`src/rtl/ssm_pkg.sv`:
```
// Shared constants and types for the safety stop monitor
package ssm_pkg;

  // Output-function codes for the terminal selects
  localparam logic [7:0] SSM_FN_RUN = 8'h00;
  localparam logic [7:0] SSM_FN_SAFE_POS = 8'h50;
  localparam logic [7:0] SSM_FN_NOFAULT_POS = 8'h51;
  localparam logic [7:0] SSM_FN_SAFE_NEG = 8'hB4;
  localparam logic [7:0] SSM_FN_NOFAULT_NEG = 8'hB5;

  // Values after initialisation of the three selects
  localparam logic [7:0] SSM_SEL_A_RESET = SSM_FN_RUN;
  localparam logic [7:0] SSM_SEL_B_RESET = SSM_FN_RUN;
  localparam logic [7:0] SSM_SEL_C_RESET = SSM_FN_RUN;

  // Register byte offsets
  localparam logic [3:0] SSM_OFS_SEL_A = 4'h0;
  localparam logic [3:0] SSM_OFS_SEL_B = 4'h4;
  localparam logic [3:0] SSM_OFS_SEL_C = 4'h8;
  localparam logic [3:0] SSM_OFS_STATUS = 4'hC;
  localparam logic [4:0] SSM_OFS_IRQ_STAT = 5'h10;
  localparam logic [4:0] SSM_OFS_IRQ_MASK = 5'h14;

  // Interrupt status bit positions
  localparam int SSM_IRQ_FAULT = 0;
  localparam int SSM_IRQ_STOP = 1;
  localparam int SSM_IRQ_MISMATCH = 2;
  localparam int SSM_IRQ_W = 3;

  localparam int SSM_SYNC_STAGES = 2;

  // Panel indication codes
  typedef enum logic [2:0] {
    SSM_PANEL_NONE = 3'b001,
    SSM_PANEL_SAFE_STOP = 3'b010,
    SSM_PANEL_FAULT = 3'b100
  } ssm_panel_t;

  typedef enum logic [3:0] {
    SSM_ST_ENABLED = 4'b0001,
    SSM_ST_SAFE_STOP = 4'b0010,
    SSM_ST_FAULT = 4'b0100,
    SSM_ST_MISMATCH = 4'b1000
  } ssm_state_t;

  typedef struct packed {
    logic drive_enable;
    logic safe_state;
    logic no_fault;
  } ssm_status_t;

  typedef struct packed {
    logic [4:0] addr;
    logic [31:0] wdata;
    logic wr;
    logic rd;
  } ssm_bus_req_t;

endpackage

```
`src/rtl/ssm_sync.sv`:
```
// Two-stage level synchroniser
`timescale 1ns/1ps
`default_nettype none
module ssm_sync
  import ssm_pkg::*;
(
  input wire logic clk_i,
  input wire logic rst_i,
  input wire logic d_i,
  output logic q_o
);

  logic [SSM_SYNC_STAGES-1:0] stage_reg;

  // First stage feeds only the second
  always_ff @(posedge clk_i) begin
    if (rst_i) begin
      stage_reg <= '0;
    end else begin
      stage_reg <= {stage_reg[SSM_SYNC_STAGES-2:0], d_i};
    end
  end

  assign q_o = stage_reg[SSM_SYNC_STAGES-1];

endmodule
`default_nettype wire

```
`src/rtl/ssm_top.sv`:
```
// Safety stop monitor: channel evaluation, status outputs, terminal mapping
//
// The strobed register port and the register offsets were decided locally.
`timescale 1ns/1ps
`default_nettype none
module ssm_top
  import ssm_pkg::*;
(
  input wire logic clk_i,
  input wire logic rst_i,
  input wire logic stop_channel_one_in_i,
  input wire logic stop_channel_two_in_i,
  input wire logic safety_circuit_fault_i,
  input wire logic running_i,
  input wire logic [4:0] addr_i,
  input wire logic [31:0] wdata_i,
  input wire logic wr_i,
  input wire logic rd_i,
  output logic [31:0] rdata_o,
  output logic irq_o,
  output logic drive_enable_o,
  output logic safe_monitor_o,
  output logic run_terminal_o,
  output logic term_b_o,
  output logic term_c_o,
  output logic [2:0] panel_o
);

  ssm_bus_req_t req;
  logic ch1_short;
  logic ch2_short;
  ssm_state_t state_next;
  ssm_status_t stat_next;
  ssm_status_t stat_reg;
  ssm_panel_t panel_next;
  ssm_panel_t panel_reg;
  logic [7:0] sel_a_reg;
  logic [7:0] sel_b_reg;
  logic [7:0] sel_c_reg;
  logic [SSM_IRQ_W-1:0] irq_stat_reg;
  logic [SSM_IRQ_W-1:0] irq_mask_reg;
  logic [SSM_IRQ_W-1:0] irq_event;
  ssm_state_t state_reg;
  logic [2:0] term_next;
  logic [2:0] term_reg;
  logic [31:0] rdata_reg;
  logic irq_reg;

  assign req = '{addr: addr_i, wdata: wdata_i, wr: wr_i, rd: rd_i};

  // Input high means the channel is shorted to common
  ssm_sync u_sync_one (
    .clk_i(clk_i),
    .rst_i(rst_i),
    .d_i(stop_channel_one_in_i),
    .q_o(ch1_short)
  );

  ssm_sync u_sync_two (
    .clk_i(clk_i),
    .rst_i(rst_i),
    .d_i(stop_channel_two_in_i),
    .q_o(ch2_short)
  );

  // Terminal driven by one select code; default falls back to the fallback signal
  function automatic logic map_term(input logic [7:0] code, input logic fallback,
                                    input ssm_status_t s);
    case (code)
      SSM_FN_SAFE_POS: map_term = s.safe_state;
      SSM_FN_SAFE_NEG: map_term = ~s.safe_state;
      SSM_FN_NOFAULT_POS: map_term = s.no_fault;
      SSM_FN_NOFAULT_NEG: map_term = ~s.no_fault;
      default: map_term = fallback;
    endcase
  endfunction

  // Decision table; synchronised channels lag the pins by two cycles
  always_comb begin
    state_next = SSM_ST_SAFE_STOP;
    case ({ch1_short, ch2_short})
      2'b11: state_next = SSM_ST_ENABLED;
      2'b00: state_next = SSM_ST_SAFE_STOP;
      default: state_next = SSM_ST_MISMATCH;
    endcase
    if (safety_circuit_fault_i && state_next != SSM_ST_MISMATCH) begin
      state_next = SSM_ST_FAULT;
    end
  end

  always_comb begin
    stat_next = '0;
    panel_next = SSM_PANEL_NONE;
    case (state_next)
      SSM_ST_ENABLED: begin
        stat_next.drive_enable = 1'b1;
        stat_next.no_fault = 1'b1;
      end
      SSM_ST_SAFE_STOP: begin
        stat_next.safe_state = 1'b1;
        stat_next.no_fault = 1'b1;
        panel_next = SSM_PANEL_SAFE_STOP;
      end
      SSM_ST_FAULT: begin
        panel_next = SSM_PANEL_FAULT;
      end
      SSM_ST_MISMATCH: begin
        stat_next = '0;
      end
      default: begin
        stat_next = '0;
      end
    endcase
    // Mismatch has no fault state, so a fault there only reaches the panel
    if (safety_circuit_fault_i) begin
      panel_next = SSM_PANEL_FAULT;
    end
  end

  always_ff @(posedge clk_i) begin
    if (rst_i) begin
      state_reg <= SSM_ST_SAFE_STOP;
      stat_reg <= '0;
      panel_reg <= SSM_PANEL_NONE;
    end else begin
      state_reg <= state_next;
      stat_reg <= stat_next;
      panel_reg <= panel_next;
    end
  end

  // Terminal mapping; a high output means the transistor conducts
  always_comb begin
    term_next[0] = map_term(sel_a_reg, running_i, stat_next);
    term_next[1] = map_term(sel_b_reg, 1'b0, stat_next);
    term_next[2] = map_term(sel_c_reg, 1'b0, stat_next);
  end

  always_ff @(posedge clk_i) begin
    if (rst_i) begin
      term_reg <= '0;
    end else begin
      term_reg <= term_next;
    end
  end

  // Select registers
  always_ff @(posedge clk_i) begin
    if (rst_i) begin
      sel_a_reg <= SSM_SEL_A_RESET;
      sel_b_reg <= SSM_SEL_B_RESET;
      sel_c_reg <= SSM_SEL_C_RESET;
    end else if (req.wr) begin
      if (req.addr == {1'b0, SSM_OFS_SEL_A}) begin
        sel_a_reg <= req.wdata[7:0];
      end
      if (req.addr == {1'b0, SSM_OFS_SEL_B}) begin
        sel_b_reg <= req.wdata[7:0];
      end
      if (req.addr == {1'b0, SSM_OFS_SEL_C}) begin
        sel_c_reg <= req.wdata[7:0];
      end
    end
  end

  // Events on entering each stop condition
  assign irq_event[SSM_IRQ_FAULT] = (state_next == SSM_ST_FAULT) && (state_reg != SSM_ST_FAULT);
  assign irq_event[SSM_IRQ_STOP] =
      (state_next == SSM_ST_SAFE_STOP) && (state_reg != SSM_ST_SAFE_STOP);
  assign irq_event[SSM_IRQ_MISMATCH] =
      (state_next == SSM_ST_MISMATCH) && (state_reg != SSM_ST_MISMATCH);

  // Set wins over a write-one clear in the same cycle
  always_ff @(posedge clk_i) begin
    if (rst_i) begin
      irq_stat_reg <= '0;
    end else if (req.wr && req.addr == SSM_OFS_IRQ_STAT) begin
      irq_stat_reg <= (irq_stat_reg & ~req.wdata[SSM_IRQ_W-1:0]) | irq_event;
    end else begin
      irq_stat_reg <= irq_stat_reg | irq_event;
    end
  end

  always_ff @(posedge clk_i) begin
    if (rst_i) begin
      irq_mask_reg <= '0;
    end else if (req.wr && req.addr == SSM_OFS_IRQ_MASK) begin
      irq_mask_reg <= req.wdata[SSM_IRQ_W-1:0];
    end
  end

  // Registered, so the line follows status by one cycle
  always_ff @(posedge clk_i) begin
    if (rst_i) begin
      irq_reg <= 1'b0;
    end else begin
      irq_reg <= |(irq_stat_reg & irq_mask_reg);
    end
  end

  // Read data valid in the cycle after the strobe; unmapped reads zero
  always_ff @(posedge clk_i) begin
    if (rst_i) begin
      rdata_reg <= '0;
    end else if (req.rd) begin
      case (req.addr)
        {1'b0, SSM_OFS_SEL_A}: rdata_reg <= {24'h000000, sel_a_reg};
        {1'b0, SSM_OFS_SEL_B}: rdata_reg <= {24'h000000, sel_b_reg};
        {1'b0, SSM_OFS_SEL_C}: rdata_reg <= {24'h000000, sel_c_reg};
        {1'b0, SSM_OFS_STATUS}: rdata_reg <= {22'h0, panel_reg, state_reg,
                                              stat_reg.drive_enable,
                                              stat_reg.safe_state, stat_reg.no_fault};
        SSM_OFS_IRQ_STAT: rdata_reg <= {29'h0, irq_stat_reg};
        SSM_OFS_IRQ_MASK: rdata_reg <= {29'h0, irq_mask_reg};
        default: rdata_reg <= '0;
      endcase
    end else begin
      rdata_reg <= '0;
    end
  end

  assign rdata_o = rdata_reg;
  assign irq_o = irq_reg;
  assign drive_enable_o = stat_reg.drive_enable;
  assign safe_monitor_o = stat_reg.safe_state;
  assign run_terminal_o = term_reg[0];
  assign term_b_o = term_reg[1];
  assign term_c_o = term_reg[2];
  assign panel_o = panel_reg;

endmodule
`default_nettype wire
```
`config.mk`:
```
export PLATFORM = sky130hd
export DESIGN_NAME = ssm_top
export DESIGN_NICKNAME = d
export VERILOG_FILES = /design/src/rtl/ssm_pkg.sv /design/src/rtl/ssm_sync.sv /design/src/rtl/ssm_top.sv
export SDC_FILE = /design/constraint.sdc
export NUM_CORES = 1
export LEC_CHECK = 0
export ABC_AREA = 0
export ABC_CLOCK_PERIOD_IN_PS = 2650
export BUFFER_PORTS_ARGS = -buffer_cell sky130_fd_sc_hd__buf_2
export CAP_MARGIN = 20
export CELL_PAD_IN_SITES_DETAIL_PLACEMENT = 0
export CELL_PAD_IN_SITES_GLOBAL_PLACEMENT = 1
export CORE_ASPECT_RATIO = 0.9
export CORE_MARGIN = 5
export CORE_UTILIZATION = 37
export DETAILED_ROUTE_END_ITERATION = 16
export PLACE_DENSITY = 0.89
export SLEW_MARGIN = 20
export SYNTH_ARGS = -nofsm -noshare
export SYNTH_HDL_FRONTEND = slang
export SYNTH_SLANG_ARGS = --single-unit
```
`constraint.sdc`:
```
create_clock -name clk_i -period 2.65 [get_ports clk_i]
set_clock_uncertainty 0.1 [all_clocks]
set_input_delay 0.53 -clock clk_i [delete_from_list [all_inputs] [get_ports clk_i]]
set_output_delay 0.53 -clock clk_i [all_outputs]
set_load 0.03 [all_outputs]
```
## Word-level counts from Yosys, hierarchy flattened

Index checks and enable logic that the tools add are counted.

| operators by class | value |
|---|---|
| equality and inequality tests | 26 |
| multiplexer cells | 12 |
| bitwise operators | 8 |
| reductions and logical operators | 15 |

Operators by type and width:

| kind | number |
|---|---|
| one-hot mux 10 bit (6 select lines) | 1 |
| == test 8 x 7 -> 1 bit (second input constant) | 6 |
| == test 8 bit (second input constant) | 6 |
| one-hot mux 1 bit (4 select lines) | 3 |
| == test 5 x 4 -> 1 bit (second input constant) | 2 |
| == test 5 bit (second input constant) | 2 |
| != test 4 bit (second input constant) | 2 |
| one-hot mux 4 bit (2 select lines) | 1 |
| AND 3 bit | 2 |
| logical AND 1 bit | 6 |
| two-way mux 3 bit | 2 |
| OR 3 bit | 2 |
| one-hot mux 3 bit (2 select lines) | 1 |
| AND reduction 2 bit | 3 |
| OR reduction 2 bit | 3 |
| == test 5 x 3 -> 1 bit (second input constant) | 1 |
| zero test 5 bit | 1 |
| == test 4 x 1 -> 1 bit (second input constant) | 1 |
| == test 4 x 2 -> 1 bit (second input constant) | 1 |
| == test 4 x 3 -> 1 bit (second input constant) | 1 |
| == test 4 bit (second input constant) | 1 |
| two-way mux 4 bit | 1 |
| != test 4 x 2 -> 1 bit (second input constant) | 1 |
| != test 4 x 3 -> 1 bit (second input constant) | 1 |
| other kinds (6) | 10 |

| word-level totals | value |
|---|---|
| flip-flop bits (word level) | 80 |
| bits of input ports | 45 |
| output and inout bits | 41 |
| logic and storage cells | 77 |

## Longest topological paths before layout

Gate-level depths: netlist (run 1).

| depth | value |
|---|---|
| depth in word-level cells | 10 |
| mapped depth | 7 |
| depth with buffers taken out | 6 |

## By module

A second synthesis (run 1) with hierarchy kept.

| second synthesis, totals | value |
|---|---|
| cell total of the unflattened synthesis | 275 |
| area total of the unflattened synthesis | 2,610.0 um2 |

Modules (own cells, without submodules):

| module | instances | cells each | area an instance (um2) | sequential area each (um2) |
|---|---|---|---|---|
| ssm_top | 1 | 267 | 2,504.9 | 1,081.0 |
| ssm_sync | 2 | 4 | 52.6 | 40.0 |

## Least setup slack after synthesis (run 1)

No wires, ideal clock.

| timing | value |
|---|---|
| path kind | reg2reg |
| start | register u_sync_one.stage_reg[1] |
| end | register term_reg[0] |
| setup time | 0.122 ns |
| arrival time | 1.820 ns |
| data required time | 2.428 ns |
| slack | 0.608 ns |
| stages on the path, launching flop included | 8 |
| path buffers | 1 |
| clock period less this slack | 2.042 ns |
| cell sequence | dfxtp_1 > inv_1 > ha_1 > or2_2 > clkbuf_1 > a21oi_1 > mux2_2 > a311o_1 |

| between the ends | value |
|---|---|
| word-level cells in the longest chain between the ends | 10 |
| elaborated cells between the ends (all ways) | 14 |
| classes of those cells | eq/ne (4); mux (5); bitwise (2); reduce/logical (3) |

Ends and longest elaborated chain:

| item | RTL line | text |
|---|---|---|
| start, declared | ssm_sync.sv:13 | `logic [SSM_SYNC_STAGES-1:0] stage_reg;` |
| start signal, assigned | ssm_sync.sv:20 | `stage_reg <= {stage_reg[SSM_SYNC_STAGES-2:0], d_i};` |
| == test 2 bit / zero test 2 bit (equally long branches) | ssm_top.sv:81 | `case ({ch1_short, ch2_short})` |
| one-hot mux 4 bit (2 select lines) * | ssm_top.sv:81 |  |
| != test 4 bit | ssm_top.sv:86 | `if (safety_circuit_fault_i && state_next != SSM_ST_MISMATCH) begin` |
| logical AND 1 bit | ssm_top.sv:86 |  |
| two-way mux 4 bit * | ssm_top.sv:86 |  |
| == test 4 x 2 -> 1 bit / == test 4 x 1 -> 1 bit (equally long branches) | ssm_top.sv:94 | `case (state_next)` |
| OR reduction 2 bit (no line) | - |  |
| two-way mux 1 bit | ssm_top.sv:94 |  |
| NOT 1 bit | ssm_top.sv:73 | `SSM_FN_NOFAULT_NEG: map_term = ~s.no_fault;` |
| one-hot mux 1 bit (4 select lines) * | ssm_top.sv:69 | `case (code)` |
| end signal, assigned | ssm_top.sv:143 | `term_reg <= term_next;` |
| end, declared | ssm_top.sv:45 | `logic [2:0] term_reg;` |

Mark *: on every way between the ends. The rest lies on a longest branch, timed or not.
A chain may end at the register's enable or synchronous reset.

## Final worst setup path (run 1)

Same ends and word-level chain as after synthesis.

==> flow_summary.json, run 1 <==
{
  "design_area_sq_mm": 0.002959,
  "vdd_drop_max_mv": 0.3492,
  "drive_gt1_frac": 0.2244,
  "worstMarginPinSlew_ps": 707.0,
  "wl_per_cell_um": 15.03,
  "synth_top_family_by_area": "simple AND/OR/NAND/NOR gates",
  "synth_compound_area_frac": 0.06897,
  "critPathArrivalTime_ps": 2210,
  "synthXorXnorAreaFrac": 0,
  "drv_slew": 0,
  "drt-total-wl_um": 6042,
  "synth_cell_type_count": 40,
  "placed_area_sq_mm": 0.002769,
  "p_int_mw": 1.353,
  "vias_per_cell": 4.998,
  "dieArea_sq_mm": 0.008734,
  "path_class": "flip-flop to flip-flop",
  "globalRoute.totalOverflow": 0,
  "grt_pass1_vias": 1888,
  "synth_seq_cells": 58,
  "clk-insertion-delay-late_ps": 340,
  "synth_flop_cell": "dfxtp_1",
  "grt_usage": 0.1427,
  "min_path_type": "primary input to flip-flop",
  "synth_mux_area_frac": 0.1549,
  "seq_area_frac_synth": 0.4507,
  "syn_to_final_growth_pct": 14.86,
  "required_ps": 2780,
  "yosysTopAreaCellShare": 0.4507,
  "num-nets-final": 354,
  "clock-root-buffer": "clkbuf_8",
  "gp_congestion": 0.8506,
  "h-tree-depth": 3,
  "grt_max_degree": 44,
  "rows": 28,
  "fin_setup_tns_ps": 0,
  "yosys.area.top_type": "dfxtp_1",
  "cts_resized": 0,
  "drtIter0Drc": 147,
  "fmax_mhz": 480.5,
  "clk_path_buf_depth": 2,
  "antenna_left": 0,
  "syn_area_per_cell_sq_um": 9.649,
  "async_flop_share": 0,
  "finalPower_mw": 1.830,
  "initial_core_util": 0.3850,
  "cts_made_buffers": 9,
  "synthSimpleGateAreaFrac": 0.2215,
  "clockPowerShare": 0.412,
  "rsz0062_at_grt": "false",
  "path_cells": "inv_1, ha_1, or2_2, a21oi_1, mux2_2, a311o_1",
  "routed-via-count": 2009,
  "critPathSlowestCell": "or2_2",
  "start_kind": "flip-flop",
  "post-route-util": 0.4422,
  "io_pins": 86,
  "die_y_um": 89.16,
  "hold_viol_final": 0,
  "layout_min_cycle_time_ps": 2081,
  "post-cts-setup-buffers": 0,
  "synth_common_cells": "dfxtp_1, nor2_1, mux2i_1",
  "grt_antenna_before_repair": 0,
  "antennaDiodeCount": 0,
  "fill_cells": 669,
  "syn_inst": 267,
  "fin_crit_sh": 0.7853,
  "endpoint_kind": "flip-flop",
  "clkSinkCount": 58,
  "yosysMostFrequentCell": "dfxtp_1",
  "largest_reg_flops": 10,
  "core_area_sq_mm": 0.006691,
  "dr.pass1.iters": 5,
  "power_density_mw_per_mm2": 618.3,
  "p_leak_nw": 1.310,
  "pwr-share-comb": 0.093,
  "fp.dieW_um": 97.96,
  "final-setup-viol-count": 0,
  "ctsHoldBuffers": 0,
  "drc": 0,
  "dp_hpwl_um": 4509,
  "p_sw_mw": 0.4769,
  "cts_tree": "done",
  "synth_top_cells_by_area": "dfxtp_1, mux2i_1, buf_4",
  "reg2reg_slack_ps": 570,
  "maxCapViolations": 0,
  "p_sw_frac": 0.2607,
  "yosysWarnings": 0,
  "synth_enable_flop_cells": 0,
  "grt_pass1_wl_um": 9611,
  "status": "finished, final reports clean",
  "path_clk_slew_ps": 60,
  "cp_slowest_stage_delay_ps": 350,
  "seqPwrFrac": 0.495,
  "crit_path_max_fanout": 7,
  "slew_headroom": 0.5278,
  "io_buffers": 39,
  "synthAdderAreaFrac": 0.009713,
  "syn_area_sq_mm": 0.002576
}
==> power groups by stage <==
stage	sequential [mW]	combinational, mW	clock (mW)
after global placement	0.923	0.167	0
final	0.905	0.171	0.753
after CTS	0.905	0.169	0.772
after floorplan	0.930	0.134	0
after detailed placement	0.924	0.169	0
after global routing	0.907	0.185	0.816
==> logic make-up after synthesis <==
kind of cell / Yosys count
flip-flops: 58
multiplexers: 36
other: 1
adder cells (fa/ha/maj): 2
AO/OA/AOI/OAI: 24
buffers and inverters: 39
AND/OR/NAND/NOR: 107
==> final cells by class <==
type                            instances  area (sq um)  share of cell area
Clock inverter                          4         25.02            0.008457
Timing Repair Buffer                   43         225.2             0.07611
Clock buffer                           12         165.2             0.05581
Inverter                                4         15.01            0.005074
Multi-Input combinational cell        191          1255              0.4241
Tap cell                               90         112.6             0.03805
Sequential cell                        58          1161              0.3924
==> stage by stage <==
stage,hold WS (ps),setup WS (ps),cells
2_1_floorplan,313.8,607.9,288
6_report,296.1,569.0,402
5_1_grt,313.5,465.7,402
4_1_cts,289.8,551.9,402
3_3_place_gp,316.9,290.3,386
3_5_place_dp,320.4,248.4,386
==> final timing paths <==
check,startpoint,end,depth (start not counted)
max,u_sync_one.stage_reg[1],term_reg[0],6
min,stop_channel_one_in_i,u_sync_one.stage_reg[0],2
max reg2reg,u_sync_one.stage_reg[1],term_reg[0],6
min reg2reg,u_sync_two.stage_reg[0],u_sync_two.stage_reg[1],1
==> cells in the final DEF, fill, tap and decap left out, types with 5 or more instances in the layout <==
master	netlist	final
nor2b_1	9	9
and3_1	10	10
nand3_1	6	6
clkbuf_8	0	12
nor3_1	7	7
buf_2	2	39
nand3b_1	5	5
nor2_1	39	39
a21oi_1	8	8
nor4b_1	5	5
nand2_1	11	11
mux2i_1	32	32
conb_1	1	22
dfxtp_1	58	58
==> worst max-delay path, delay by kind of cell (launching register included) <==
| kind | cells | cell delay, ps |
|---|---|---|
| multiplexers | 1 | 350 |
| adder cells (fa/ha/maj) | 1 | 310 |
| flip-flops | 1 | 330 |
| AO/OA/AOI/OAI | 2 | 480 |
| buffers and inverters | 1 | 40 |
| AND/OR/NAND/NOR | 1 | 350 |
==> layer usage <==
metal | wire length, um | up-vias | GRT usage
li1 | - | 982 | -
met1 | 2552 | 939 | 0.1941
met2 | 2784 | 80 | 0.2157
met3 | 639 | 8 | 0.04368
met4 | 65 | 0 | 0.05157
met5 | 0 | - | 0
Note: power is estimated with default switching activity, not from simulation.
==> run 2, diff against run 1 <==
ABC_AREA = 1   (was 0)
ABC_CLOCK_PERIOD_IN_PS = 1740   (was 2650)
CORE_UTILIZATION = 32   (was 37)
PLACE_DENSITY = 0.85   (was 0.89)
clock period = 1.74 ns   (was 2.65 ns; I/O delays follow)
==> run 2 against run 1 <==
Combinational power is 87% higher. Cell area grew 11%. Fmax grew 38%. Sequential power increased by 52%. Worst hold slack got worse by 190 ps. Sequential share of layout area decreased by 3.8 points. Flip-flop and latch count stayed put. Highest routed layer unchanged.
==> flow_summary.json, run 2 <==
{
  "initial_core_util": 0.3261,
  "start_kind": "flip-flop",
  "pwr-share-comb": 0.107,
  "syn_to_final_growth_pct": 17.81,
  "grt_antenna_before_repair": 0,
  "vdd_drop_max_mv": 0.3939,
  "yosys.area.top_type": "dfxtp_1",
  "core_area_sq_mm": 0.008528,
  "reg2reg_from": "u_sync_one.stage_reg[1]",
  "rows": 32,
  "final-setup-viol-count": 0,
  "seq_area_frac_synth": 0.4175,
  "hold_viol_final": 0,
  "required_ps": 1910,
  "p_sw_frac": 0.2558,
  "routed-via-count": 2586,
  "io_buffers": 39,
  "seq_area_sq_mm": 0.001161,
  "layout_min_cycle_time_ps": 1503,
  "grt_pass1_wl_um": 11330,
  "power_density_mw_per_mm2": 908.4,
  "syn_area_per_cell_sq_um": 7.281,
  "antenna_left": 0,
  "path_class": "flip-flop to flip-flop",
  "syn_area_sq_mm": 0.002781,
  "crit_start": "u_sync_one.stage_reg[1]",
  "dieArea_sq_mm": 0.01066,
  "synth_seq_cells": 58,
  "multi_input_area_sq_mm": 0.001292,
  "clk_path_buf_depth": 2,
  "endpoint_kind": "flip-flop",
  "cts_made_buffers": 9,
  "clockPowerShare": 0.428,
  "synth_top_cells_by_area": "dfxtp_1, nor2_1, inv_1",
  "io_pins": 86,
  "timing.rr.end": "term_reg[1]",
  "min_path_type": "primary input to flip-flop",
  "h-tree-depth": 3,
  "drive_gt1_frac": 0.1829,
  "dr.pass1.iters": 5,
  "clock-root-buffer": "clkbuf_8",
  "fmax_mhz": 665.3,
  "layout_common_cells": "dfxtp_1, nor2_1, inv_1",
  "grt_usage": 0.1363,
  "cts_tree": "done",
  "antennaDiodeCount": 0,
  "vias_per_cell": 4.693,
  "grt_max_degree": 19,
  "fp.dieW_um": 108.3,
  "drc": 0,
  "dp_slack_ps": 53.78,
  "syn_inst": 382,
  "ctsHoldBuffers": 0,
  "post-cts-setup-buffers": 0,
  "yosysMostFrequentCell": "dfxtp_1",
  "maxCapViolations": 0,
  "yosysTopAreaCellShare": 0.4175,
  "fin_crit_sh": 0.8638,
  "globalRoute.totalOverflow": 0,
  "dp_hpwl_um": 5617,
  "synth_flop_cell": "dfxtp_1",
  "p_int_mw": 2.215,
  "clkSinkCount": 58,
  "fin_setup_tns_ps": 0,
  "mostFrequentLayoutCell": "dfxtp_1",
  "reg2regPathDepth": 9,
  "drtIter0Drc": 170,
  "synth_common_cells": "dfxtp_1, nor2_1, inv_1",
  "drv_slew": 0,
  "path_clk_slew_ps": 60,
  "finalWorstSetupSlack_ps": 237.0,
  "post-route-util": 0.3842,
  "die_y_um": 98.45,
  "async_flop_share": 0,
  "seqPwrFrac": 0.465,
  "crit_path_max_fanout": 6,
  "p_leak_nw": 1.428,
  "drt-total-wl_um": 7158,
  "synth_enable_flop_cells": 0,
  "whs_ps": 108.9,
  "rsz0062_at_grt": "false",
  "cts_resized": 0,
  "gp_congestion": 0.9174,
  "fill_cells": 938,
  "synth_cell_type_count": 24,
  "p_sw_mw": 0.7614,
  "crit_path_end": "term_reg[1]",
  "status": "finished, final reports clean",
  "reg2reg_slack_ps": 240,
  "yosysWarnings": 0,
  "critPathArrivalTime_ps": 1670,
  "grt_pass1_vias": 2329,
  "finalPower_mw": 2.977,
  "num-nets-final": 475,
  "clk-insertion-delay-late_ps": 340,
  "largest_reg_flops": 10,
  "wl_per_cell_um": 12.99
}
[run 2: power by group through the flow]
stage	registers [mW]	clock network (mW)	logic, mW
after global placement	1.41	0	0.306
after floorplan	1.42	0	0.230
after detailed placement	1.41	0	0.309
final	1.38	1.27	0.320
after global routing	1.39	1.37	0.351
after CTS	1.38	1.30	0.310
[run 2: logic make-up after synthesis]
kind of cell	share of synthesized area
adder cells (fa/ha/maj)	0.008995
other	0.001348
buffers and inverters	0.1552
AND/OR/NAND/NOR	0.2825
AO/OA/AOI/OAI	0.1345
flip-flops	0.4175
[run 2: area by class of cell]
cell class / instances / area share
tap: 119 / 0.04544
clock inverter: 2 / 0.01069
inverter: 54 / 0.06186
clock buffer: 13 / 0.05155
sequential: 58 / 0.3543
multi-input combinational: 258 / 0.3944
timing repair buffer: 47 / 0.08171
[run 2: worst max-delay path: stages, from the launching register on]
cell and delay [ps]:
dfxtp_1 330, inv_1 70, ha_4 160, inv_1 120, nor2_1 80, nand2_2 160, nand2_2 100, o21ai_0 170
nor2_1 60, nor2_1 100
[run 2: worst min-delay path by stage]
stage	from	endpoint	slack [ps]	depth (start not counted)
after global placement	u_sync_one.stage_reg[0]	u_sync_one.stage_reg[1]	290	2
after detailed placement	u_sync_one.stage_reg[0]	u_sync_one.stage_reg[1]	290	2
final	stop_channel_two_in_i	u_sync_two.stage_reg[0]	110	3
after global routing	stop_channel_two_in_i	u_sync_two.stage_reg[0]	110	3
after CTS	stop_channel_two_in_i	u_sync_two.stage_reg[0]	100	3
after floorplan	u_sync_one.stage_reg[0]	u_sync_one.stage_reg[1]	290	2
[run 2: routing by layer]
| layer | vias up | GRT usage | share of wire |
|---|---|---|---|
| li1 | 1302 | - | - |
| met1 | 1178 | 0.1951 | 0.48 |
| met2 | 95 | 0.1946 | 0.43 |
| met3 | 11 | 0.04781 | 0.081 |
| met4 | 0 | 0.03592 | 0.014 |
| met5 | - | 0 | 0 |
[run 2: per-stage QoR]
stage | instances | instance area (sq um)
finish | 551 | 3277
floorplan | 403 | 2860
global placement | 536 | 3048
detailed placement | 536 | 3048
CTS | 551 | 3252
global route | 551 | 3277
